`src/common/sysctl_pkg.sv`:
```
package sysctl_pkg;

    localparam int ADDR_W = 8;
    localparam int DATA_W = 32;
    localparam int IRQ_COUNT = 32;

    localparam logic [ADDR_W-1:0] OFF_VECTOR_BASE = 8'h08;
    localparam logic [ADDR_W-1:0] OFF_AIRC = 8'h0c;
    localparam logic [ADDR_W-1:0] OFF_SLEEP = 8'h10;
    localparam logic [ADDR_W-1:0] OFF_POWER_STATUS = 8'h14;

    // offset field spans bits 31..7, this build keeps bits 29..7
    localparam logic [DATA_W-1:0] VTB_FIELD_MASK = 32'hffff_ff80;
    localparam logic [DATA_W-1:0] VTB_IMPL_MASK = 32'h3fff_ff80;
    localparam logic [DATA_W-1:0] VTB_RESET = 32'h0000_0000;

    localparam int KEY_LSB = 16;
    localparam int KEY_MSB = 31;
    localparam logic [15:0] WRITE_KEY = 16'h05fa;
    // arbitrary value, the readback field is undefined
    localparam logic [15:0] KEY_READBACK = 16'h0000;
    localparam int AIRC_ENDIAN_BIT = 15;
    localparam int AIRC_RESET_BIT = 2;
    localparam int AIRC_CLR_BIT = 1;

    localparam int SLP_PEND_BIT = 4;
    localparam int SLP_DEEP_BIT = 2;
    localparam int SLP_EXIT_BIT = 1;
    localparam logic DEEP_SLEEP_IMPL = 1'b1;

    localparam int PWR_SLEEPING_BIT = 0;
    localparam int PWR_DEEP_BIT = 1;
    localparam int PWR_WAIT_EVENT_BIT = 2;
    localparam int PWR_HALTED_BIT = 3;
    localparam int PWR_EVENT_LATCH_BIT = 4;

    typedef enum logic [1:0] {
        pwr_run,
        pwr_wait_irq,
        pwr_wait_event
    } power_state_t;

    function automatic logic addr_hit(
        input logic [ADDR_W-1:0] addr,
        input logic [ADDR_W-1:0] off
    );
        addr_hit = (addr == off);
    endfunction

endpackage

```
`src/design/pend_wake_detect.sv`:
```
`timescale 1ns/10ps
// one-cycle pulse when any interrupt goes from inactive to pending
module pend_wake_detect (
    input wire logic ref_clk,
    input wire logic reset,
    input wire logic enable,
    input wire logic [sysctl_pkg::IRQ_COUNT-1:0] irq_pending,
    output logic wake_q
);
    logic [sysctl_pkg::IRQ_COUNT-1:0] prev_q;

    always_ff @(posedge ref_clk or posedge reset) begin
        if (reset) begin
            prev_q <= '0;
        end else begin
            prev_q <= irq_pending;
        end
    end

    always_ff @(posedge ref_clk or posedge reset) begin
        if (reset) begin
            wake_q <= 1'b0;
        end else begin
            wake_q <= enable && |(irq_pending & ~prev_q);
        end
    end
endmodule // pend_wake_detect

```
`src/design/pin_sync.sv`:
```
`timescale 1ns/10ps
// three-stage capture, a change counts once stages two and three agree
module pin_sync (
    input wire logic ref_clk,
    input wire logic reset,
    input wire logic pin_in,
    output logic level_q
);
    logic s1_q;
    logic s2_q;
    logic s3_q;

    always_ff @(posedge ref_clk or posedge reset) begin
        if (reset) begin
            s1_q <= 1'b0;
            s2_q <= 1'b0;
            s3_q <= 1'b0;
        end else begin
            s1_q <= pin_in;
            s2_q <= s1_q;
            s3_q <= s2_q;
        end
    end

    always_ff @(posedge ref_clk or posedge reset) begin
        if (reset) begin
            level_q <= 1'b0;
        end else if (s2_q == s3_q) begin
            level_q <= s3_q;
        end
    end
endmodule // pin_sync

```
`src/design/sysctl_regs.sv`:
```
`timescale 1ns/10ps
// vector base, interrupt/reset control and sleep control registers
module sysctl_regs (
    input wire logic ref_clk,
    input wire logic reset,
    input wire logic [sysctl_pkg::ADDR_W-1:0] addr,
    input wire logic [sysctl_pkg::DATA_W-1:0] wr_data,
    input wire logic wr_en,
    input wire logic rd_en,
    output logic [sysctl_pkg::DATA_W-1:0] rd_data,
    input wire logic [sysctl_pkg::DATA_W-1:0] vector_base_cfg,
    input wire logic vector_base_cfg_valid,
    input wire logic big_endian_pin,
    input wire logic debug_halted,
    input wire logic [sysctl_pkg::IRQ_COUNT-1:0] irq_pending,
    input wire logic external_event,
    input wire logic wait_for_interrupt_hint,
    input wire logic wait_for_event_hint,
    input wire logic handler_return_base,
    output logic [sysctl_pkg::DATA_W-1:0] vector_table_base_out,
    output logic system_reset_request,
    output logic clear_active_state,
    output logic sleeping,
    output logic deep_sleep,
    output logic wakeup_event
);

    // stored register state
    logic [sysctl_pkg::DATA_W-1:0] vtb_q;
    logic init_done_q;
    logic reset_req_q;
    logic clear_active_q;
    logic pend_wake_en_q;
    logic deep_select_q;
    logic sleep_exit_q;
    logic event_latch_q;
    logic wake_out_q;
    logic sleeping_q;
    logic deep_q;
    logic [sysctl_pkg::DATA_W-1:0] rd_data_q;
    sysctl_pkg::power_state_t state_q;
    sysctl_pkg::power_state_t state_d;

    // decoded bus strobes
    logic wr_vtb;
    logic wr_airc;
    logic wr_sleep;
    logic key_ok;
    logic big_endian;
    logic pend_wake;
    logic any_wake;
    logic any_irq;
    logic consume_event;
    logic keyed_airc;
    logic req_set;
    logic clr_set;
    logic keep_event;

    // shared by both sleep outputs so they can never disagree
    function automatic logic is_asleep(input sysctl_pkg::power_state_t s);
        is_asleep = (s != sysctl_pkg::pwr_run);
    endfunction

    assign wr_vtb = wr_en
        && sysctl_pkg::addr_hit(addr, sysctl_pkg::OFF_VECTOR_BASE);
    assign wr_airc = wr_en
        && sysctl_pkg::addr_hit(addr, sysctl_pkg::OFF_AIRC);
    assign wr_sleep = wr_en
        && sysctl_pkg::addr_hit(addr, sysctl_pkg::OFF_SLEEP);

    assign key_ok = (wr_data[sysctl_pkg::KEY_MSB:sysctl_pkg::KEY_LSB]
        == sysctl_pkg::WRITE_KEY);

    // a control write without the key is dropped as a whole
    assign keyed_airc = wr_airc && key_ok;
    assign req_set = keyed_airc && wr_data[sysctl_pkg::AIRC_RESET_BIT];
    // outside debug halt the effect is undefined, so it is ignored
    // dropped unless halted
    assign clr_set = keyed_airc && debug_halted
        && wr_data[sysctl_pkg::AIRC_CLR_BIT];

    // any pending line, enabled as a wake event or not, ends a wait
    assign any_irq = |irq_pending;
    // an external event wakes a wait-for-event sleep like a pending rise
    assign any_wake = pend_wake || external_event;

    // byte order strap comes from a pin, so it is synchronised
    pin_sync endian_sync (
        .ref_clk(ref_clk),
        .reset(reset),
        .pin_in(big_endian_pin),
        .level_q(big_endian)
    );

    // pending rise detector, gated by the wake enable bit
    pend_wake_detect wake_detect (
        .ref_clk(ref_clk),
        .reset(reset),
        .enable(pend_wake_en_q),
        .irq_pending(irq_pending),
        .wake_q(pend_wake)
    );

    // vector table base
    // the config inputs are sampled on the first edge after release,
    // never inside the async reset branch
    always_ff @(posedge ref_clk or posedge reset) begin
        if (reset) begin
            init_done_q <= 1'b0;
        end else begin
            init_done_q <= 1'b1;
        end
    end

    always_ff @(posedge ref_clk or posedge reset) begin
        if (reset) begin
            vtb_q <= sysctl_pkg::VTB_RESET;
        end else if (wr_vtb) begin
            // a write in the load cycle wins over the config value
            // unimplemented bits dropped
            vtb_q <= wr_data & sysctl_pkg::VTB_IMPL_MASK;
        end else if (!init_done_q) begin
            if (vector_base_cfg_valid) begin
                vtb_q <= vector_base_cfg & sysctl_pkg::VTB_IMPL_MASK;
            end else begin
                vtb_q <= sysctl_pkg::VTB_RESET;
            end
        end
    end

    // bits below the field are wired to zero for the table fetch
    // low address bits zero
    always_ff @(posedge ref_clk or posedge reset) begin
        if (reset) begin
            vector_table_base_out <= sysctl_pkg::VTB_RESET;
        end else begin
            vector_table_base_out <= vtb_q & sysctl_pkg::VTB_FIELD_MASK;
        end
    end

    // interrupt and reset control
    // local reset clears request
    // the request holds until the reset controller pulls reset
    always_ff @(posedge ref_clk or posedge reset) begin
        if (reset) begin
            reset_req_q <= 1'b0;
        end else if (req_set) begin
            reset_req_q <= 1'b1;
        end
    end

    // second stage so the request leaves straight from a flop
    always_ff @(posedge ref_clk or posedge reset) begin
        if (reset) begin
            system_reset_request <= 1'b0;
        end else begin
            system_reset_request <= reset_req_q;
        end
    end

    always_ff @(posedge ref_clk or posedge reset) begin
        if (reset) begin
            clear_active_q <= 1'b0;
        end else begin
            clear_active_q <= clr_set;
        end
    end

    // one pulse per keyed clear write while halted; back to back writes give two
    always_ff @(posedge ref_clk or posedge reset) begin
        if (reset) begin
            clear_active_state <= 1'b0;
        end else begin
            clear_active_state <= clear_active_q;
        end
    end

    // sleep control
    // plain write, the sleep register carries no key
    // sleep register always present
    always_ff @(posedge ref_clk or posedge reset) begin
        if (reset) begin
            pend_wake_en_q <= 1'b0;
            deep_select_q <= 1'b0;
            sleep_exit_q <= 1'b0;
        end else if (wr_sleep) begin
            pend_wake_en_q <= wr_data[sysctl_pkg::SLP_PEND_BIT];
            deep_select_q <= wr_data[sysctl_pkg::SLP_DEEP_BIT]
                && sysctl_pkg::DEEP_SLEEP_IMPL;
            sleep_exit_q <= wr_data[sysctl_pkg::SLP_EXIT_BIT];
        end
    end

    // power state machine
    always_comb begin
        state_d = state_q;
        consume_event = 1'b0;
        case (state_q)
            sysctl_pkg::pwr_run: begin
                // a halted core runs no code, so no hint can count
                if (debug_halted) begin
                    state_d = sysctl_pkg::pwr_run;
                end else if (wait_for_interrupt_hint) begin
                    state_d = sysctl_pkg::pwr_wait_irq;
                end else if (wait_for_event_hint) begin
                    // a latched event lets the hint fall through
                    if (event_latch_q || any_wake) begin
                        consume_event = 1'b1;
                    end else begin
                        state_d = sysctl_pkg::pwr_wait_event;
                    end
                end else if (handler_return_base && sleep_exit_q) begin
                    state_d = sysctl_pkg::pwr_wait_irq;
                end
            end
            sysctl_pkg::pwr_wait_irq: begin
                // a wake event alone does not end this wait
                if (any_irq || debug_halted) begin
                    state_d = sysctl_pkg::pwr_run;
                end
            end
            sysctl_pkg::pwr_wait_event: begin
                if (any_wake || any_irq || debug_halted) begin
                    state_d = sysctl_pkg::pwr_run;
                    // the wake that ends the wait is used up by it
                    consume_event = 1'b1;
                end
            end
            default: begin
                state_d = sysctl_pkg::pwr_run;
            end
        endcase
    end

    // hints only count in the run state; the sleep states ignore them
    always_ff @(posedge ref_clk or posedge reset) begin
        if (reset) begin
            state_q <= sysctl_pkg::pwr_run;
        end else begin
            state_q <= state_d;
        end
    end

    // a fresh event outlives a hint that only used up the old latch;
    // an event that the hint itself used up is not kept
    assign keep_event = any_wake && state_q == sysctl_pkg::pwr_run
        && !(consume_event && !event_latch_q);

    always_ff @(posedge ref_clk or posedge reset) begin
        if (reset) begin
            event_latch_q <= 1'b0;
        end else if (keep_event) begin
            // set wins over a clear in the same cycle
            event_latch_q <= 1'b1;
        end else if (consume_event) begin
            event_latch_q <= 1'b0;
        end
    end

    always_ff @(posedge ref_clk or posedge reset) begin
        if (reset) begin
            sleeping_q <= 1'b0;
            deep_q <= 1'b0;
        end else begin
            sleeping_q <= is_asleep(state_d);
            deep_q <= is_asleep(state_d) && deep_select_q;
        end
    end

    // the wake pulse takes the same two stages as the sleep outputs
    always_ff @(posedge ref_clk or posedge reset) begin
        if (reset) begin
            wake_out_q <= 1'b0;
        end else begin
            wake_out_q <= any_wake;
        end
    end

    always_ff @(posedge ref_clk or posedge reset) begin
        if (reset) begin
            sleeping <= 1'b0;
            deep_sleep <= 1'b0;
            wakeup_event <= 1'b0;
        end else begin
            sleeping <= sleeping_q;
            deep_sleep <= deep_q;
            wakeup_event <= wake_out_q;
        end
    end

    // register read
    // one aligned word each
    always_ff @(posedge ref_clk or posedge reset) begin
        if (reset) begin
            rd_data_q <= '0;
        end else if (rd_en) begin
            // unmapped words and reserved bits fall through as zero
            rd_data_q <= '0;
            if (sysctl_pkg::addr_hit(addr,
                    sysctl_pkg::OFF_VECTOR_BASE)) begin
                rd_data_q <= vtb_q;
            end else if (sysctl_pkg::addr_hit(addr,
                    sysctl_pkg::OFF_AIRC)) begin
                rd_data_q[sysctl_pkg::KEY_MSB:sysctl_pkg::KEY_LSB]
                    <= sysctl_pkg::KEY_READBACK;
                rd_data_q[sysctl_pkg::AIRC_ENDIAN_BIT] <= big_endian;
            end else if (sysctl_pkg::addr_hit(addr,
                    sysctl_pkg::OFF_SLEEP)) begin
                rd_data_q[sysctl_pkg::SLP_PEND_BIT] <= pend_wake_en_q;
                rd_data_q[sysctl_pkg::SLP_DEEP_BIT] <= deep_select_q;
                rd_data_q[sysctl_pkg::SLP_EXIT_BIT] <= sleep_exit_q;
            end else if (sysctl_pkg::addr_hit(addr,
                    sysctl_pkg::OFF_POWER_STATUS)) begin
                rd_data_q[sysctl_pkg::PWR_SLEEPING_BIT] <= sleeping_q;
                rd_data_q[sysctl_pkg::PWR_DEEP_BIT] <= deep_q;
                rd_data_q[sysctl_pkg::PWR_WAIT_EVENT_BIT] <=
                    (state_q == sysctl_pkg::pwr_wait_event);
                rd_data_q[sysctl_pkg::PWR_HALTED_BIT] <= debug_halted;
                rd_data_q[sysctl_pkg::PWR_EVENT_LATCH_BIT] <=
                    event_latch_q;
            end
        end else begin
            // data stand only in the cycle after the strobe
            rd_data_q <= '0;
        end
    end

    // read data leave straight from the read flop
    assign rd_data = rd_data_q;

endmodule // sysctl_regs

```
`config.mk`:
```
export PLATFORM = sky130hd
export DESIGN_NAME = sysctl_regs
export DESIGN_NICKNAME = d
export VERILOG_FILES = /design/src/common/sysctl_pkg.sv /design/src/design/pend_wake_detect.sv /design/src/design/pin_sync.sv /design/src/design/sysctl_regs.sv
export SDC_FILE = /design/constraint.sdc
export NUM_CORES = 1
export LEC_CHECK = 0
export BUFFER_PORTS_ARGS = -buffer_cell sky130_fd_sc_hd__buf_2
export CORE_UTILIZATION = 45
export DETAILED_ROUTE_END_ITERATION = 12
export PLACE_DENSITY = 0.77
export SETUP_SLACK_MARGIN = 0.2
export SYNTH_ARGS = -nofsm -noshare
export SYNTH_HDL_FRONTEND = slang
export SYNTH_SLANG_ARGS = --single-unit
```
`constraint.sdc`:
```
create_clock -name ref_clk -period 4.6 [get_ports ref_clk]
set_input_delay 0.92 -clock ref_clk [delete_from_list [all_inputs] [get_ports ref_clk]]
set_output_delay 0.92 -clock ref_clk [all_outputs]
set_load 0.02 [all_outputs]
```
==> flow_summary.json, run 1 <==
{
  "initial_utilization_pct": 46.3,
  "synth_cell_types": 44,
  "critical_path_class": "in2reg",
  "cts_setup_buffers": 0,
  "clock_skew_ps": 8.03,
  "synth_area_leaders": "dfrtp_1 (67%), a21oi_1 (4.9%), nor2_1 (4.3%)",
  "dp.cells": 703,
  "synth_area_per_cell_um2": 11.3,
  "syn_to_final_growth_pct": 30.9,
  "grt_pass1_vias": 3564,
  "slew_violations": 0,
  "cts_tree": "built",
  "setup_violations": 0,
  "fp.dieH_um": 105,
  "io_buffers": 157,
  "timing.hold.ws_ps": 348,
  "nNetsFinal": 701,
  "seq_area_frac_synth_pct": 67.0,
  "place.gp.congestion": 0.843,
  "yosysWarnings": 0,
  "fmax_mhz": 455,
  "clk_pin_slew_ps": 60,
  "synth-edff-count": 0,
  "htreeDepth": 4,
  "num_antenna_cells": 0,
  "yosys_register_bits": 128,
  "fp.dieW_um": 105,
  "root_buffer": "clkbuf_8",
  "vias": 3546,
  "track_usage_pct": 21.0,
  "layout_commonest_cell": "buf_2",
  "maxCapViolCount": 0,
  "grt_max_degree": 69,
  "worstPathMaxFanout": 46,
  "period_needed_ps": 2200,
  "worst_slew_pin_slew_ps": 847,
  "ctsHoldBuffers": 0,
  "synth_top_family_by_area": "simple AND/OR/NAND/NOR gates",
  "instances_no_fill": 734,
  "first_pass_iters": 4,
  "avgViaCountPerCell": 4.83,
  "num_rows": 37,
  "clock_sink_count": 128,
  "synth_top_cell_by_area": "dfrtp_1",
  "synth_top_area_share_pct": 67.0,
  "pwr_density_cell_nw_per_um2": 437,
  "drive_gt1_share_pct": 33.8,
  "die_area_um2": 11000,
  "setup-tns-final_ps": 0,
  "reg2regPathDepth": 4,
  "crit_path_start_kind": "input port",
  "fillCellCount": 832,
  "core_area_um2": 10300,
  "final_cell_mix": "buf_2 (157), dfrtp_1 (128), nor2_1 (55)",
  "cp.arrival_ps": 2540,
  "cp-end-kind": "flop",
  "totalWireLength_um": 10600,
  "routedWlPerCell_um": 14.5,
  "antenna_found_initial": 0,
  "clkLatencyLatePin_ps": 510,
  "p_leak_nw": 3.37,
  "synthMuxAreaShare_pct": 1.33,
  "syn_inst": 422,
  "synth_xor_area_share_pct": 0,
  "post-dp-hpwl_um": 7750,
  "synth-simple-area-share_pct": 16.4,
  "synth-compound-area-share_pct": 8.77,
  "holdPathStages": 0,
  "gr-total-overflow": 0,
  "clk_path_buf_depth": 2,
  "postRouteAntennaNets": 0,
  "async_reset_ff_share_pct": 100,
  "drc": 0,
  "power_mw": 2.74,
  "fin_crit_sh_pct": 47.7,
  "worstPathRequired_ps": 4940,
  "grt_pass1_wl_um": 17500,
  "synth_fa_ha_area_share_pct": 0.209,
  "status": "completed",
  "synth-main-ff-cell": "dfrtp_1",
  "first_iter_violations": 207,
  "hold_class": "reg2reg",
  "design.portCount": 184,
  "cts_buffers": 17,
  "rsz0062_at_grt": "no",
  "cts_resized": 0,
  "synth_area_um2": 4780,
  "slew_headroom_pct": 43.5,
  "hold_violations": 0,
  "peakVddDrop_mv": 0.254
}
==> cell families (layout without fill, tap and decap cells) <==
group,after synthesis,count (layout)
AO/OA/AOI/OAI,74,74
adder cells (fa/ha/maj),1,1
buffers and inverters,64,228
flip-flops,128,128
multiplexers,6,6
other,2,14
AND/OR/NAND/NOR,147,147
==> per-stage QoR <==
step | util [%] | worst slack (ps) | area, um^2
6_report | 60.6 | 2400 | 6260
5_1_grt | 60.6 | 2240 | 6260
4_1_cts | 60.6 | 2390 | 6260
3_5_place_dp | 54.9 | 1860 | 5660
3_3_place_gp | 54.9 | 1940 | 5660
2_1_floorplan | - | 267 | 4830
==> area by class of cell <==
type	instances	area (um^2)	share of cell area, %
timing repair buffer	160	821	13.1
multi-input combinational	242	1330	21.2
inverter	37	141	2.26
clock buffer	22	463	7.40
tap	136	170	2.72
clock inverter	9	131	2.10
sequential	128	3200	51.2
==> flip-flops by register name, indices dropped and copies added (netlist names), 2 cells and up <==
| name | flops |
|---|---|
| vtb_q | 23 |
| rd_data | 28 |
| vector_table_base_out | 23 |
| wake_detect.prev_q | 32 |
| state_q | 2 |
==> report_power, final <==
group,internal (mW),switching (mW)
sequential,1.18,0.0271
clock,0.865,0.460
combinational,0.0781,0.126
total,2.12,0.614
==> synthesized netlist by cell type, types with 2 or more instances <==
master	instances
nand2_1	27
buf_4	13
and4_1	2
and3_1	4
o22ai_1	17
nand3_1	3
nor2_1	55
inv_1	37
nor4_1	11
o211ai_1	2
conb_1	2
nand4_1	4
buf_2	5
clkbuf_1	8
nand2b_1	3
mux2i_1	3
nor3_1	2
a21oi_1	47
mux2_2	3
dfrtp_1	128
and2_1	23
==> path summary, 6_finish.rpt <==
path | start | to | slack [ps]
setup / recovery | addr[2] | vtb_q[10] | 2400
hold / removal | clear_active_q | clear_active_state | 350
setup reg to reg | state_q[0] | deep_q | 3040
hold reg to reg | clear_active_q | clear_active_state | 350
max in group asynchronous | reset | vector_table_base_out[7] | 3230
min in group asynchronous | reset | rd_data[21] | 520
==> per-layer routing <==
layer  part of all wire, %  GRT usage [%]  wire (um)  vias up
met5                     0              0          0        -
met4                   1.6           8.35        169        0
met3                   6.7           7.17        709       17
met2                    50           34.1       5290      134
met1                    42           25.7       4470     1686
li1                      -              -          -     1709
==> critical path: stages <==
cell and delay [ps]:
buf_2 180, nor4b_4 310, nand3_2 700, nor2_1 340
a21oi_1 80
Note: power is estimated with default switching activity, not from simulation.
==> run 2, diff against run 1 <==
clock period = 2.21 ns   (was 4.6 ns; I/O delays follow)
==> run 2 against run 1 <==
  * Power up 100%
  * Worst setup slack got worse by 1700 ps
  * Highest routed layer unchanged
  * Sequential power grew 110%
==> flow_summary.json, run 2 (synthesis results as in run 1) <==
{
  "cts_resized": 0,
  "max_stage_delay_ps": 580,
  "crit_buf_inv": 0,
  "crit_path_start_kind": "flop",
  "nNetsFinal": 704,
  "hold_class": "in2reg",
  "setup_slack_ps": 684,
  "grt_pass1_wl_um": 17600,
  "clock_skew_ps": 15.8,
  "die_area_um2": 11000,
  "num_rows": 37,
  "fmax_mhz": 656,
  "totalWireLength_um": 11000,
  "r2r-end": "deep_q",
  "cts_buffers": 17,
  "first_pass_iters": 4,
  "power_mw": 5.60,
  "setup-tns-final_ps": 0,
  "place_ws_ps": 431,
  "maxCapViolCount": 0,
  "drc": 0,
  "fp.dieW_um": 105,
  "largest_reg_flops": 32,
  "avgViaCountPerCell": 4.91,
  "first_iter_violations": 200,
  "cp-end-kind": "flop",
  "timing.rr.start": "state_q[0]",
  "grt_pass1_vias": 3635,
  "cts_tree": "built",
  "rsz0062_at_grt": "no",
  "clk_pin_slew_ps": 60,
  "core_area_um2": 10300,
  "fillCellCount": 835,
  "r2r_setup_slack_ps": 680,
  "timing.hold.ws_ps": 62.6,
  "track_usage_pct": 21.3,
  "antenna_found_initial": 0,
  "post-dp-hpwl_um": 7990,
  "io_buffers": 157,
  "worstPathMaxFanout": 6,
  "crit_end": "deep_q",
  "post-route-util_pct": 60.8,
  "htreeDepth": 4,
  "peakVddDrop_mv": 0.428,
  "num_antenna_cells": 0,
  "routedWlPerCell_um": 14.8,
  "initial_utilization_pct": 46.3,
  "worstSetupPathDepth": 4,
  "worst_slew_pin_slew_ps": 610,
  "status": "completed",
  "cp.arrival_ps": 1960,
  "p_leak_nw": 3.37,
  "worstPathRequired_ps": 2640,
  "grt_max_degree": 63,
  "setup_violations": 0,
  "period_needed_ps": 1530,
  "design.portCount": 184,
  "crit_family": "simple AND/OR/NAND/NOR gates",
  "slew_headroom_pct": 58.8,
  "final_cell_mix": "buf_2 (157), dfrtp_1 (128), nor2_1 (55)",
  "postRouteAntennaNets": 0,
  "pwr_density_cell_nw_per_um2": 892,
  "vias": 3622,
  "critical_path_class": "reg2reg",
  "hold_violations": 0,
  "gr-total-overflow": 0,
  "slew_violations": 0,
  "root_buffer": "clkbuf_8",
  "clkLatencyLatePin_ps": 520,
  "clock_sink_count": 128,
  "place.gp.congestion": 0.856,
  "crit_slowest_cell": "or4b_1",
  "drive_gt1_share_pct": 34.4,
  "syn_to_final_growth_pct": 31.4,
  "critPathLaunch": "state_q[0]",
  "path_cells": "or4b_1 > nand2_1 > nand4_1 > a21boi_1",
  "fin_crit_sh_pct": 69.0,
  "clk_path_buf_depth": 2,
  "largest_register": "wake_detect.prev_q",
  "reg2regPathDepth": 4,
  "layout_commonest_cell": "buf_2",
  "fp.dieH_um": 105
}
[run 2: routing by layer]
metal | track usage, % | up-vias | routed length [um]
met5 | 0 | - | 0
met4 | 8.15 | 0 | 183
met1 | 26.1 | 1760 | 4630
met3 | 7.30 | 17 | 752
li1 | - | 1709 | -
met2 | 34.8 | 136 | 5380
[run 2: layout make-up]
type | count | area (um^2) | area share, %
multi-input combinational | 242 | 1330 | 21.1
tap | 136 | 170 | 2.71
inverter | 37 | 143 | 2.27
clock inverter | 13 | 138 | 2.19
timing repair buffer | 163 | 858 | 13.7
clock buffer | 19 | 442 | 7.03
sequential | 128 | 3200 | 51.0
[run 2: how the worst min path moves through the flow]
stage | cells after the start | from | slack, ps | to
2_1_floorplan | 0 | clear_active_q | 330 | clear_active_state
3_3_place_gp | 0 | wake_out_q | 330 | wakeup_event
3_5_place_dp | 0 | clear_active_q | 340 | clear_active_state
4_1_cts | 1 | irq_pending[17] | 30 | wake_detect.prev_q[17]
5_1_grt | 1 | irq_pending[11] | 40 | wake_detect.prev_q[11]
6_report | 1 | irq_pending[17] | 60 | wake_detect.prev_q[17]
[run 2: what timing repair did]
| item | 4_1_cts | 5_1_grt |
|---|---|---|
| hold buffers | 1 | 0 |
| setup buffers | 0 | 0 |
| hold endpoints to repair | 13 | 0 |
[run 2: metrics by stage]
| stage | area [um^2] | cells |
|---|---|---|
| 5_1_grt | 6280 | 738 |
| 2_1_floorplan | 4830 | 434 |
| 4_1_cts | 6280 | 738 |
| 3_5_place_dp | 5690 | 705 |
| 6_report | 6280 | 738 |
| 3_3_place_gp | 5690 | 705 |
[run 2: power breakdown]
| part | switching, mW | internal [mW] |
|---|---|---|
| combinational | 0.269 | 0.167 |
| sequential | 0.0544 | 2.46 |
| clock | 0.996 | 1.66 |
| total | 1.32 | 4.28 |
